==> src/rtl/serial_status_pkg.sv <==
package serial_status_pkg;

	localparam logic [3:0] OFS_LINE_STATUS_ONE = 4'h4;
	localparam logic [3:0] OFS_LINE_STATUS_TWO = 4'h5;
	localparam logic [3:0] OFS_DATA_HIGH       = 4'h6;
	localparam logic [3:0] OFS_DATA_LOW        = 4'h7;

	localparam int BIT_PARITY_ERR  = 0;
	localparam int BIT_FRAMING_ERR = 1;
	localparam int BIT_NOISE       = 2;
	localparam int BIT_OVERRUN     = 3;
	localparam int BIT_RX_FULL     = 5;

	localparam int BIT_RX_ACTIVE   = 0;
	localparam int BIT_DIRECTION   = 1;
	localparam int BIT_BREAK_LONG  = 2;

	localparam int BIT_RX_NINTH    = 7;
	localparam int BIT_TX_NINTH    = 6;

	localparam logic [7:0] RST_BYTE = 8'h00;

	localparam logic [3:0] BREAK_SHORT_8 = 4'ha;
	localparam logic [3:0] BREAK_SHORT_9 = 4'hb;
	localparam logic [3:0] BREAK_LONG_8  = 4'hd;
	localparam logic [3:0] BREAK_LONG_9  = 4'he;

	typedef struct packed {
		logic       valid;
		logic [8:0] data;
		logic       noise;
		logic       framing;
		logic       parity_bit;
	} rx_frame_s;

	typedef struct packed {
		logic       noise_flag;
		logic       framing_error_flag;
		logic       parity_error_flag;
		logic       receive_data_full;
		logic       overrun_flag;
		logic       receiver_active_flag;
		logic       single_wire_direction;
		logic       break_length_select;
		logic [8:0] rx_buf;
		logic [7:0] tx_low;
		logic       tx_ninth_bit;
		logic       tx_load;
		logic [2:0] armed;
		logic       clr_full_armed;
		logic       clr_ovr_armed;
		logic [7:0] rdata;
		logic       txd_oe;
		logic [3:0] break_len;
		logic       rx_accept;
	} state_s;

endpackage : serial_status_pkg

==> src/rtl/serial_status.sv <==
// Contract
// - Noise flag rises with receive full.
// - Noise cleared by status then low read.
// - Framing flag when stop bit is zero.
// - No reception while framing flag set.
// - Framing cleared by status then low read.
// - Parity flag on mismatch when enabled.
// - Parity cleared by status then low read.
// - Status two writes change bits 1,2.
// - Break length 10/11 or 13/14 bits.
// - Break length ignored by receive framing.
// - Direction bit drives pin in single-wire.
// - Active flag on start, cleared on idle.
// - Ninth bits at high bits 7, 6.
// - Transmit ninth bit held across frames.
// - Reads receive buffer, writes transmit buffer.
// - Low register holds eight low bits.
// - Receive full on frame transfer.
// - Overrun keeps buffer, drops new frame.
// - Frame length selects 8 or 9 bits.
`timescale 1ns/10ps
`default_nettype none
module serial_status
	import serial_status_pkg::*;
(
	input  wire logic       mclk,
	input  wire logic       sys_rst,
	input  wire logic [3:0] addr,
	input  wire logic [7:0] wdata,
	input  wire logic       wr_stb,
	input  wire logic       rd_stb,
	output logic      [7:0] rdata,
	input  wire rx_frame_s  rx_frame,
	input  wire logic       start_slot_low,
	input  wire logic       idle_detected,
	input  wire logic       parity_enable,
	input  wire logic       parity_odd_select,
	input  wire logic       nine_bit_mode,
	input  wire logic       single_wire_mode,
	input  wire logic       tx_taken,
	output logic      [8:0] tx_word,
	output logic            tx_word_load,
	output logic            txd_oe,
	output logic      [3:0] break_len,
	output logic            rx_accept
);

	state_s s_r;
	state_s s_nxt;

	logic rd_st1;
	logic rd_low;
	logic new_frame;
	logic par_bad;

	function automatic logic parity_of(input logic [8:0] d, input logic nine, input logic odd);
		logic p;
		p = nine ? ^d[7:0] : ^d[6:0];
		return p ^ odd;
	endfunction : parity_of

	always_comb
	begin
		s_nxt = s_r;
		rd_st1 = rd_stb && addr == OFS_LINE_STATUS_ONE;
		rd_low = rd_stb && addr == OFS_DATA_LOW;
		new_frame = rx_frame.valid && !s_r.framing_error_flag;
		par_bad = parity_of(rx_frame.data, nine_bit_mode, parity_odd_select) != rx_frame.parity_bit;
		if (rd_st1)
		begin
			s_nxt.armed = {s_r.noise_flag, s_r.framing_error_flag, s_r.parity_error_flag};
			s_nxt.clr_full_armed = s_r.receive_data_full;
			s_nxt.clr_ovr_armed = s_r.overrun_flag;
		end
		if (rd_low)
		begin
			if (s_r.armed[2])
				s_nxt.noise_flag = 1'b0;
			if (s_r.armed[1])
				s_nxt.framing_error_flag = 1'b0;
			if (s_r.armed[0])
				s_nxt.parity_error_flag = 1'b0;
			if (s_r.clr_full_armed)
				s_nxt.receive_data_full = 1'b0;
			if (s_r.clr_ovr_armed)
				s_nxt.overrun_flag = 1'b0;
			s_nxt.armed = 3'b000;
			s_nxt.clr_full_armed = 1'b0;
			s_nxt.clr_ovr_armed = 1'b0;
		end
		if (new_frame)
		begin
			if (s_r.receive_data_full && !(rd_low && s_r.clr_full_armed))
				s_nxt.overrun_flag = 1'b1;
			else
			begin
				s_nxt.receive_data_full = 1'b1;
				s_nxt.rx_buf = nine_bit_mode ? rx_frame.data : {1'b0, rx_frame.data[7:0]};
				s_nxt.noise_flag = rx_frame.noise;
				s_nxt.framing_error_flag = rx_frame.framing;
				s_nxt.parity_error_flag = parity_enable && par_bad;
			end
		end
		if (start_slot_low)
			s_nxt.receiver_active_flag = 1'b1;
		else if (idle_detected)
			s_nxt.receiver_active_flag = 1'b0;
		if (tx_taken)
			s_nxt.tx_load = 1'b0;
		if (wr_stb)
		begin
			if (addr == OFS_LINE_STATUS_TWO)
			begin
				s_nxt.single_wire_direction = wdata[BIT_DIRECTION];
				s_nxt.break_length_select = wdata[BIT_BREAK_LONG];
			end
			else if (addr == OFS_DATA_HIGH)
				s_nxt.tx_ninth_bit = wdata[BIT_TX_NINTH];
			else if (addr == OFS_DATA_LOW)
			begin
				s_nxt.tx_low = wdata;
				s_nxt.tx_load = 1'b1;
			end
		end
		s_nxt.rdata = RST_BYTE;
		if (rd_stb)
		begin
			if (addr == OFS_LINE_STATUS_ONE)
			begin
				s_nxt.rdata[BIT_PARITY_ERR] = s_r.parity_error_flag;
				s_nxt.rdata[BIT_FRAMING_ERR] = s_r.framing_error_flag;
				s_nxt.rdata[BIT_NOISE] = s_r.noise_flag;
				s_nxt.rdata[BIT_OVERRUN] = s_r.overrun_flag;
				s_nxt.rdata[BIT_RX_FULL] = s_r.receive_data_full;
			end
			else if (addr == OFS_LINE_STATUS_TWO)
			begin
				s_nxt.rdata[BIT_RX_ACTIVE] = s_r.receiver_active_flag;
				s_nxt.rdata[BIT_DIRECTION] = s_r.single_wire_direction;
				s_nxt.rdata[BIT_BREAK_LONG] = s_r.break_length_select;
			end
			else if (addr == OFS_DATA_HIGH)
			begin
				s_nxt.rdata[BIT_RX_NINTH] = s_r.rx_buf[8];
				s_nxt.rdata[BIT_TX_NINTH] = s_r.tx_ninth_bit;
			end
			else if (addr == OFS_DATA_LOW)
				s_nxt.rdata = s_r.rx_buf[7:0];
		end
		s_nxt.txd_oe = !single_wire_mode || s_nxt.single_wire_direction;
		if (s_nxt.break_length_select)
			s_nxt.break_len = nine_bit_mode ? BREAK_LONG_9 : BREAK_LONG_8;
		else
			s_nxt.break_len = nine_bit_mode ? BREAK_SHORT_9 : BREAK_SHORT_8;
		s_nxt.rx_accept = !s_nxt.framing_error_flag;
	end

	always_ff @(posedge mclk)
	begin
		if (sys_rst)
		begin
			s_r <= '0;
			s_r.txd_oe <= 1'b1;
			s_r.break_len <= BREAK_SHORT_8;
			s_r.rx_accept <= 1'b1;
		end
		else
			s_r <= s_nxt;
	end

	assign rdata = s_r.rdata;
	assign tx_word = {s_r.tx_ninth_bit, s_r.tx_low};
	assign tx_word_load = s_r.tx_load;
	assign txd_oe = s_r.txd_oe;
	assign break_len = s_r.break_len;
	assign rx_accept = s_r.rx_accept;

	property p_noise_set;
		@(posedge mclk) disable iff (sys_rst)
		rx_frame.valid && !s_r.framing_error_flag && !s_r.receive_data_full && rx_frame.noise
		|=> s_r.noise_flag && s_r.receive_data_full;
	endproperty
	a_noise_set: assert property (p_noise_set) else $error("noise not set");

	property p_overrun_keep;
		@(posedge mclk) disable iff (sys_rst)
		rx_frame.valid && !s_r.framing_error_flag && s_r.receive_data_full && !rd_stb
		|=> s_r.overrun_flag && $stable(s_r.rx_buf) && $stable(s_r.noise_flag);
	endproperty
	a_overrun_keep: assert property (p_overrun_keep) else $error("overrun lost data");

	property p_clear_seq;
		@(posedge mclk) disable iff (sys_rst)
		rd_st1 && s_r.noise_flag ##1 !rd_stb && !rx_frame.valid
		##1 rd_low && !rx_frame.valid
		|=> !s_r.noise_flag;
	endproperty
	a_clear_seq: assert property (p_clear_seq) else $error("noise not cleared");

	property p_no_arm_no_clear;
		@(posedge mclk) disable iff (sys_rst)
		rd_stb && addr == OFS_DATA_LOW && s_r.armed == 3'b000 && s_r.parity_error_flag
		|=> s_r.parity_error_flag;
	endproperty
	a_no_arm_no_clear: assert property (p_no_arm_no_clear) else $error("early clear");

	property p_fe_blocks;
		@(posedge mclk) disable iff (sys_rst)
		s_r.framing_error_flag && !rd_stb |=> $stable(s_r.rx_buf);
	endproperty
	a_fe_blocks: assert property (p_fe_blocks) else $error("data taken during framing");

	property p_sr2_write;
		@(posedge mclk) disable iff (sys_rst)
		wr_stb && addr == OFS_LINE_STATUS_TWO
		|=> s_r.single_wire_direction == $past(wdata[BIT_DIRECTION])
		&& s_r.break_length_select == $past(wdata[BIT_BREAK_LONG])
		&& $stable(s_r.receiver_active_flag);
	endproperty
	a_sr2_write: assert property (p_sr2_write) else $error("status two write");

	property p_break;
		@(posedge mclk) disable iff (sys_rst)
		##1 break_len == (s_r.break_length_select ? (nine_bit_mode ? BREAK_LONG_9 : BREAK_LONG_8)
		: (nine_bit_mode ? BREAK_SHORT_9 : BREAK_SHORT_8)) || $changed(nine_bit_mode);
	endproperty
	a_break: assert property (p_break) else $error("break length");

	property p_active;
		@(posedge mclk) disable iff (sys_rst)
		start_slot_low |=> s_r.receiver_active_flag;
	endproperty
	a_active: assert property (p_active) else $error("active flag");

	property p_ninth_hold;
		@(posedge mclk) disable iff (sys_rst)
		!(wr_stb && addr == OFS_DATA_HIGH) |=> $stable(s_r.tx_ninth_bit);
	endproperty
	a_ninth_hold: assert property (p_ninth_hold) else $error("ninth bit changed");

	property p_low_read;
		@(posedge mclk) disable iff (sys_rst)
		rd_stb && addr == OFS_DATA_LOW |=> rdata == $past(s_r.rx_buf[7:0]);
	endproperty
	a_low_read: assert property (p_low_read) else $error("low read");

	property p_noise_arm;
		@(posedge mclk) disable iff (sys_rst)
		rd_st1 && s_r.noise_flag |=> s_r.armed[2];
	endproperty
	a_noise_arm: assert property (p_noise_arm) else $error("noise not armed");

	property p_noise_clear;
		@(posedge mclk) disable iff (sys_rst)
		rd_low && s_r.armed[2] && !rx_frame.valid |=> !s_r.noise_flag;
	endproperty
	a_noise_clear: assert property (p_noise_clear) else $error("armed noise kept");

	property p_framing_set;
		@(posedge mclk) disable iff (sys_rst)
		rx_frame.valid && !s_r.framing_error_flag && !s_r.receive_data_full && rx_frame.framing
		|=> s_r.framing_error_flag && s_r.receive_data_full;
	endproperty
	a_framing_set: assert property (p_framing_set) else $error("framing not set");

	property p_framing_clear;
		@(posedge mclk) disable iff (sys_rst)
		rd_low && s_r.armed[1] && !rx_frame.valid |=> !s_r.framing_error_flag;
	endproperty
	a_framing_clear: assert property (p_framing_clear) else $error("framing not cleared");

	property p_parity_set;
		@(posedge mclk) disable iff (sys_rst)
		rx_frame.valid && !s_r.framing_error_flag && !s_r.receive_data_full && parity_enable
		&& ((nine_bit_mode ? ^rx_frame.data[7:0] : ^rx_frame.data[6:0]) ^ parity_odd_select
		^ rx_frame.parity_bit) |=> s_r.parity_error_flag;
	endproperty
	a_parity_set: assert property (p_parity_set) else $error("parity not set");

	property p_parity_off;
		@(posedge mclk) disable iff (sys_rst)
		rx_frame.valid && !s_r.framing_error_flag && !s_r.receive_data_full && !parity_enable
		|=> !s_r.parity_error_flag;
	endproperty
	a_parity_off: assert property (p_parity_off) else $error("parity set while off");

	property p_parity_clear;
		@(posedge mclk) disable iff (sys_rst)
		rd_low && s_r.armed[0] && !rx_frame.valid |=> !s_r.parity_error_flag;
	endproperty
	a_parity_clear: assert property (p_parity_clear) else $error("parity not cleared");

	property p_overrun_flags;
		@(posedge mclk) disable iff (sys_rst)
		rx_frame.valid && !s_r.framing_error_flag && s_r.receive_data_full && !rd_stb
		|=> $stable(s_r.framing_error_flag) && $stable(s_r.parity_error_flag);
	endproperty
	a_overrun_flags: assert property (p_overrun_flags) else $error("flag set on overrun");

	property p_full_set;
		@(posedge mclk) disable iff (sys_rst)
		rx_frame.valid && !s_r.framing_error_flag |=> s_r.receive_data_full;
	endproperty
	a_full_set: assert property (p_full_set) else $error("receive full missing");

	property p_eight_bit;
		@(posedge mclk) disable iff (sys_rst)
		rx_frame.valid && !s_r.framing_error_flag && !s_r.receive_data_full && !nine_bit_mode
		|=> !s_r.rx_buf[8];
	endproperty
	a_eight_bit: assert property (p_eight_bit) else $error("ninth bit in short frame");

	property p_txd_in;
		@(posedge mclk) disable iff (sys_rst)
		single_wire_mode && !s_r.single_wire_direction && !wr_stb |=> !txd_oe;
	endproperty
	a_txd_in: assert property (p_txd_in) else $error("pin driven as input");

	property p_txd_out;
		@(posedge mclk) disable iff (sys_rst)
		!single_wire_mode |=> txd_oe;
	endproperty
	a_txd_out: assert property (p_txd_out) else $error("pin not driven");

	property p_active_clear;
		@(posedge mclk) disable iff (sys_rst)
		idle_detected && !start_slot_low |=> !s_r.receiver_active_flag;
	endproperty
	a_active_clear: assert property (p_active_clear) else $error("active not cleared");

	property p_high_read;
		@(posedge mclk) disable iff (sys_rst)
		rd_stb && addr == OFS_DATA_HIGH |=> rdata[BIT_RX_NINTH] == $past(s_r.rx_buf[8])
		&& rdata[BIT_TX_NINTH] == $past(s_r.tx_ninth_bit) && rdata[5:0] == 6'h00;
	endproperty
	a_high_read: assert property (p_high_read) else $error("high read");

	property p_tx_load;
		@(posedge mclk) disable iff (sys_rst)
		wr_stb && addr == OFS_DATA_LOW |=> tx_word_load && tx_word[7:0] == $past(wdata);
	endproperty
	a_tx_load: assert property (p_tx_load) else $error("transmit load");

	property p_rx_ninth_fixed;
		@(posedge mclk) disable iff (sys_rst)
		wr_stb && addr == OFS_DATA_HIGH && !rx_frame.valid |=> $stable(s_r.rx_buf);
	endproperty
	a_rx_ninth_fixed: assert property (p_rx_ninth_fixed) else $error("receive bit written");

	property p_status_two_read;
		@(posedge mclk) disable iff (sys_rst)
		rd_stb && addr == OFS_LINE_STATUS_TWO |=> rdata[7:3] == 5'h00;
	endproperty
	a_status_two_read: assert property (p_status_two_read) else $error("status two read");

	property p_rdata_idle;
		@(posedge mclk) disable iff (sys_rst)
		!rd_stb |=> rdata == RST_BYTE;
	endproperty
	a_rdata_idle: assert property (p_rdata_idle) else $error("read data not idle");

	c_frame: cover property (@(posedge mclk) new_frame && !s_r.receive_data_full);
	c_overrun: cover property (@(posedge mclk) new_frame && s_r.receive_data_full);
	c_clear: cover property (@(posedge mclk) rd_low && s_r.armed != 3'b000);
	c_tx: cover property (@(posedge mclk) tx_word_load && tx_taken);
	c_break: cover property (@(posedge mclk) s_r.break_length_select && nine_bit_mode);

endmodule : serial_status
`default_nettype wire

==> config.mk <==
export PLATFORM = sky130hd
export DESIGN_NAME = serial_status
export DESIGN_NICKNAME = d
export VERILOG_FILES = /design/src/rtl/serial_status_pkg.sv /design/src/rtl/serial_status.sv
export SDC_FILE = /design/constraint.sdc
export NUM_CORES = 1
export LEC_CHECK = 0
export BUFFER_PORTS_ARGS = -buffer_cell sky130_fd_sc_hd__buf_2
export CAP_MARGIN = 20
export CORE_AREA = 2 2 67 69
export DETAILED_ROUTE_END_ITERATION = 10
export DIE_AREA = 0 0 69 71
export HOLD_SLACK_MARGIN = 0.1
export PLACE_DENSITY_LB_ADDON = 0.1
export SLEW_MARGIN = 20
export SYNTH_ARGS = -nofsm -noshare
export SYNTH_HDL_FRONTEND = slang
export SYNTH_SLANG_ARGS = --single-unit
==> constraint.sdc <==
create_clock -name mclk -period 2.6 [get_ports mclk]
set_input_delay 0.39 -clock mclk [delete_from_list [all_inputs] [get_ports mclk]]
set_output_delay 0.39 -clock mclk [all_outputs]
set_load 0.02 [all_outputs]
==> reports/metrics.cfg, run 1 <==
[timing]
min_period_ps=1470
fin_worst_skew_ps=6.08
setup_tns_ps=0
rsz0062_at_grt=no
worst-slew-pin-transition_ps=668
fmax_mhz=682
setup_viol=0
final-hold-violation-count=0
timing.slew.headroom=0.555
fin_hold_ws_ps=281
slew_viol_final=0
timing.final.crit_share=0.564
layout_setup_ws_ps=1130

[layout]
fillers=441
area_growth_pct=11.7
multiInputGateArea_sq_um=900
drive_gt1_frac=0.292
n_antenna_cell=0
layout.cells.non_filler=302
ff_latch_area_sq_um=881
final_core_util=0.534
nets=286
final_cell_area_sq_mm=0.00224

[yosys]
synth-seq-cells=44
ys_seq_area_frac=0.439
ys_top_cells_by_count=dfxtp_1, nor2_1, buf_4, mux2i_1, a21oi_1
syn_area_sq_mm=0.00201
yosys-top-cells-area=dfxtp_1, mux2i_1, buf_4, nor2_1, a22oi_1
syn_inst=215
syn_avg_cell_area_sq_um=9.34
synth.most_common_cell=dfxtp_1
synth-main-ff-cell=dfxtp_1
ys_types=36
synth_edf_count=0
yosysWarningCount=0
async_flop_share=0
yosys.area.top_type=dfxtp_1
synth_top_area_frac=0.439
syn-num-nets=251

[global_routing]
grt_first_pass_wirelength_mm=6.65
grt_pass1_vias=1413
overflow=0
grt_usage=0.166
grt_max_degree=40
antenna_found_initial=0

[worst_hold_path]
min_path_type=primary input to flip-flop

[power]
clockPowerShare=0.313
power.net_switching_uw=328
ir_worst_vdd_uv=260
combPwrFrac=0.136
p_per_area_mw_per_mm2=575
p_seq_frac=0.551
switching_share=0.254
leakage_nw=0.968
intPower_uw=962
total_power_mw=1.29

[routing]
drt_wl_total_mm=3.91
drtIter0Drc=72
vias=1506
via_per_inst=4.99
firstDrtPassIters=4
antenna_left=0
drc=0
post_drt_wl_per_cell_um=12.9

[placed_design]
gp_congestion=0.788
place_area_sq_mm=0.00216
post-place-ws_ps=836
post-dp-hpwl_mm=2.92
port_buffers=58
dp.cells=295

[die]
num_io_pins=60
initial_core_util=0.478
die_h_um=71
dieArea_sq_mm=0.00490
coreArea_sq_mm=0.00420
rows=24
fp.dieW_um=69

[clock_network]
clockBufferDepth=2
cts_setup_buffers=0
clkTransAtPathRegs_ps=80
clk_latency_ps=290
htree_levels=2
clock-root-buffer=clkbuf_8
hold_buffers=0
cts_tree=built
numCtsBuffers=5
clock_sinks=44
cts_resized=0

[critical_path]
required_ps=2800
crit_fanout=18
worstSetupPathType=primary input to flip-flop
critPathLaunchType=primary input
cp_data_arrival_time_ps=1670
end_kind=flip-flop

[flow_run]
max-cap-violations=0

[outcome]
status=complete, no violations

placed cells by master, fill, tap and decap left out, types with 2 or more instances in the layout:
cell type	Yosys	routed
buf_2	2	58
a21oi_1	9	9
nand4b_1	2	2
clkbuf_8	0	5
o21ai_0	2	2
nor2_1	42	42
mux2i_1	22	22
a22oi_1	8	8
nand2b_1	6	6
xnor2_1	5	5
nand3_1	5	5
xor2_1	2	2
inv_1	5	5
a2bb2oi_1	6	6
dfxtp_1	44	44
nand2_1	6	6
nand3b_1	3	3
power groups by stage:
stage	clock [mW]	sequential (mW)	combinational, mW
final	0.404	0.711	0.175
after global placement	0	0.727	0.176
after detailed placement	0	0.726	0.178
after floorplan	0	0.724	0.125
after CTS	0.412	0.711	0.178
after global routing	0.442	0.713	0.194
cell families (layout without fill, tap and decap cells):
family | after synthesis | count (layout) | synth area share
flip-flops | 44 | 44 | 0.439
multiplexers | 22 | 22 | 0.110
AND/OR/NAND/NOR | 75 | 75 | 0.189
XOR/XNOR | 8 | 8 | 0.0417
other | 1 | 1 | 0.00187
buffers and inverters | 36 | 71 | 0.113
AO/OA/AOI/OAI | 29 | 29 | 0.106
final cells by class:
type	instances	area share
tap	52	0.0290
inverter	5	0.00837
sequential	44	0.393
timing repair buffer	59	0.133
clock buffer	5	0.0307
multi-input combinational	135	0.401
clock inverter	2	0.00558
state kept, by name, summed over array words and instances, names as in the netlist:
register	count
break_len	2
rdata	8
rx_accept	1
s_r	22
tx_word	9
tx_word_load	1
txd_oe	1
worst max-delay path, cell delays in order:
cell and delay (ps):
buf_2 320, and2_1 390, a31o_2 230, nand2b_1 70, o41ai_2 260
worst paths after layout:
check | slack, ps | depth (start not counted) | endpoint | start
max | 1130 | 5 | s_r[43]$_SDFF_PP0_ | addr[0]
min | 280 | 2 | txd_oe$_SDFF_PP1_ | single_wire_mode
max reg2reg | 1200 | 5 | rx_accept$_SDFF_PP1_ | s_r[44]$_SDFF_PP0_
min reg2reg | 450 | 2 | rdata[4]$_SDFF_PP0_ | s_r[33]$_SDFFE_PP0P_
per-layer routing:
| metal | GRT usage | up-vias | wire (um) |
|---|---|---|---|
| met5 | 0 | - | 0 |
| met2 | 0.250 | 47 | 1690 |
| met1 | 0.235 | 682 | 1940 |
| li1 | - | 771 | - |
| met3 | 0.0456 | 6 | 227 |
| met4 | 0.0458 | 0 | 53 |
No activity file was read; power rests on OpenSTA's default activity.
==> inputs of run 2 (changes only) <==
--- a/config.mk
+++ b/config.mk
@@ -5,11 +5,12 @@
 export SDC_FILE = /design/constraint.sdc
 export NUM_CORES = 1
 export LEC_CHECK = 0
+export ABC_AREA = 1
 export BUFFER_PORTS_ARGS = -buffer_cell sky130_fd_sc_hd__buf_2
 export CAP_MARGIN = 20
-export CORE_AREA = 2 2 67 69
+export CORE_AREA = 2 2 70 72
 export DETAILED_ROUTE_END_ITERATION = 10
-export DIE_AREA = 0 0 69 71
+export DIE_AREA = 0 0 72 74
 export HOLD_SLACK_MARGIN = 0.1
 export PLACE_DENSITY_LB_ADDON = 0.1
 export SLEW_MARGIN = 20
==> constraint.sdc (replaced) <==
create_clock -name mclk -period 1.33 [get_ports mclk]
set_input_delay 0.1995 -clock mclk [delete_from_list [all_inputs] [get_ports mclk]]
set_output_delay 0.1995 -clock mclk [all_outputs]
set_load 0.02 [all_outputs]
==> run 2 against run 1 <==
Clock power increased by 89%; hold slack got worse by 160 ps; worst setup slack got worse by 1000 ps; core utilization down 1.0 points; register-to-register slack got worse by 1100 ps; sequential cell count stayed put; highest routed layer unchanged.
==> reports/metrics.cfg, run 2 <==
[placed_design]
dp.cells=371  ; +26%
port_buffers=58  ; unchanged
place_area_sq_mm=0.00230  ; +6.5%
post-dp-hpwl_mm=3.36  ; +15%
gp_congestion=0.772  ; -2.0%

[clock_network]
htree_levels=2  ; unchanged
clock-root-buffer=clkbuf_8
numCtsBuffers=5  ; unchanged
cts_tree=built
clockBufferDepth=2  ; unchanged
clkTransAtPathRegs_ps=70  ; about the same
clock_sinks=44  ; unchanged
hold_buffers=0  ; unchanged
clk_latency_ps=290  ; about the same

[worst_hold_path]
min_path_type=primary input to flip-flop

[yosys]
syn_avg_cell_area_sq_um=7.46  ; -20%
synth.most_common_cell=nand2_1
ys_types=29  ; -19%
synth-main-ff-cell=dfxtp_1
yosys-top-cells-area=dfxtp_1, nand2_1, buf_4, inv_1, a21oi_1
synth_edf_count=0  ; unchanged
yosys.area.top_type=dfxtp_1
yosysWarningCount=0  ; unchanged
ys_top_cells_by_count=nand2_1, dfxtp_1, inv_1, a21oi_1, nand3_1
synth_top_area_frac=0.436  ; -0.00299
ys_seq_area_frac=0.436  ; -0.00299
syn_area_sq_mm=0.00202  ; +0.69%
async_flop_share=0  ; unchanged
syn-num-nets=307  ; +22%
synth-seq-cells=44  ; unchanged
syn_inst=271  ; +26%

[die]
dieArea_sq_mm=0.00533  ; +8.8%
die_h_um=74  ; +4.2%
initial_core_util=0.440  ; -0.0380
num_io_pins=60  ; unchanged
rows=25  ; +4.2%
coreArea_sq_mm=0.00460  ; +9.4%
fp.dieW_um=72  ; +4.3%

[critical_path]
end_kind=flip-flop
cpPeakStageDelay_ps=330  ; -60 ps
regToRegSetupSlack_ps=130  ; -1070 ps
cpLargestDelayFamily=buffers and inverters
worstPathCellList=inv_1 > nand2_1 > inv_2 > nand3_4 > buf_4 > o21ai_1 > nor2_1
slowest_stage=dfxtp_1
cp_data_arrival_time_ps=1390  ; -280 ps
worstSetupPathType=flip-flop to flip-flop
critPathLaunchType=flip-flop
required_ps=1520  ; -1280 ps
path_buf_inv=3  ; +2
crit_fanout=7  ; -11

[timing]
timing.final.crit_share=0.902
fin_worst_skew_ps=2.01  ; -4.07 ps
fmax_mhz=834
rsz0062_at_grt=no
final-hold-violation-count=0  ; unchanged
slew_viol_final=0  ; unchanged
setup_viol=0  ; unchanged
min_period_ps=1200

[layout]
final_cell_area_sq_mm=0.00241  ; +7.3%
nets=363  ; +27%
fillers=465  ; +5.4%
layout_common_cells=buf_2, nand2_1, dfxtp_1, inv_1
drive_gt1_frac=0.291  ; -0.00148
largest_register_ffs=22  ; unchanged
area_growth_pct=19.1
layout.cells.non_filler=381  ; +26%
top_register=s_r
final_core_util=0.524  ; -0.0101
n_antenna_cell=0  ; unchanged
final_common_cell=buf_2

[global_routing]
grt_first_pass_wirelength_mm=6.93  ; +4.3%
grt_max_degree=15  ; -63%
antenna_found_initial=0  ; unchanged
overflow=0  ; unchanged
grt_pass1_vias=1557  ; +10%
grt_usage=0.169  ; +0.00323

[power]
p_per_area_mw_per_mm2=1050  ; +83%
leakage_nw=1.18  ; +22%
ir_worst_vdd_uv=409  ; +57%

[outcome]
status=complete, no violations

[routing]
drt_wl_total_mm=4.32  ; +10%
vias=1779  ; +18%
firstDrtPassIters=4  ; unchanged
drtIter0Drc=102  ; +42%
post_drt_wl_per_cell_um=11.3  ; -12%
drc=0  ; unchanged
via_per_inst=4.67  ; -6.4%
antenna_left=0  ; unchanged

[flow_run]
max-cap-violations=0  ; unchanged

[run 2: changes by cell type in the layout (fill, tap and decap cells not counted), sizes merged, moves of 19 or more]
cell,delta
nand2,+55
inv,+30
nand3,+22
mux2i,-21
nor2,-19
[run 2: per-layer routing]
metal	up-vias	part of all wire	track usage
li1	950	-	-
met1	771	0.49	0.226
met2	53	0.44	0.262
met3	5	0.054	0.0325
met4	0	0.017	0.0901
met5	-	0	0
[run 2: per-stage QoR]
step                      setup WS, ps  hold WS, ps  total power, mW  TNS, ps
after floorplan                   93.6          284             1.65        0
after global placement           -99.5          413             1.78     -525
after detailed placement          -105          415             1.79     -887
after CTS                         23.9          109             2.54        0
after global routing              39.5          103             2.67        0
final                              130          117             2.53        0
[run 2: worst paths after layout]
check,cells past startpoint,start,end
setup / recovery,7,s_r[44]$_SDFF_PP0_,s_r[35]$_SDFFE_PP0P_
hold / removal,2,single_wire_mode,txd_oe$_SDFF_PP1_
setup reg to reg,7,s_r[44]$_SDFF_PP0_,s_r[35]$_SDFFE_PP0P_
hold reg to reg,2,tx_word[3]$_SDFFE_PP0P_,tx_word[3]$_SDFFE_PP0P_
[run 2: what timing repair did]
| item | CTS | global route |
|---|---|---|
| gates resized for setup | 0 | 2 |
| buffers inserted | 0 | 2 |
| endpoints found under the setup margin | 0 | 5 |
| hold endpoints to repair | 0 | 0 |
[run 2: logic make-up (layout without fill, tap and decap cells)]
logic type,Yosys count,after routing,share of synthesized area
and+or+nand+nor,114,115,0.266
buffers and inverters,62,117,0.160
AOI/OAI and AO/OA,47,47,0.123
DFF,44,44,0.436
xor gates and xnor gates,2,2,0.00866
other,1,1,0.00185
muxes,1,1,0.00495
[run 2: layout make-up]
cell class              count  area [sq um]  share of cell area
flip-flops and latches     44           881               0.366
inverters                  35           134              0.0556
multi-input cells         166           830               0.345
well taps                  54          67.6              0.0281
repair buffers             75           418               0.174
clock inverters             1          5.00             0.00208
clock buffers               6          72.6              0.0301
[run 2: where the power goes]
part           total [mW]  switching (mW)  internal (mW)
registers            1.40          0.0284           1.37
clock network       0.762           0.405          0.357
logic               0.370           0.220          0.150
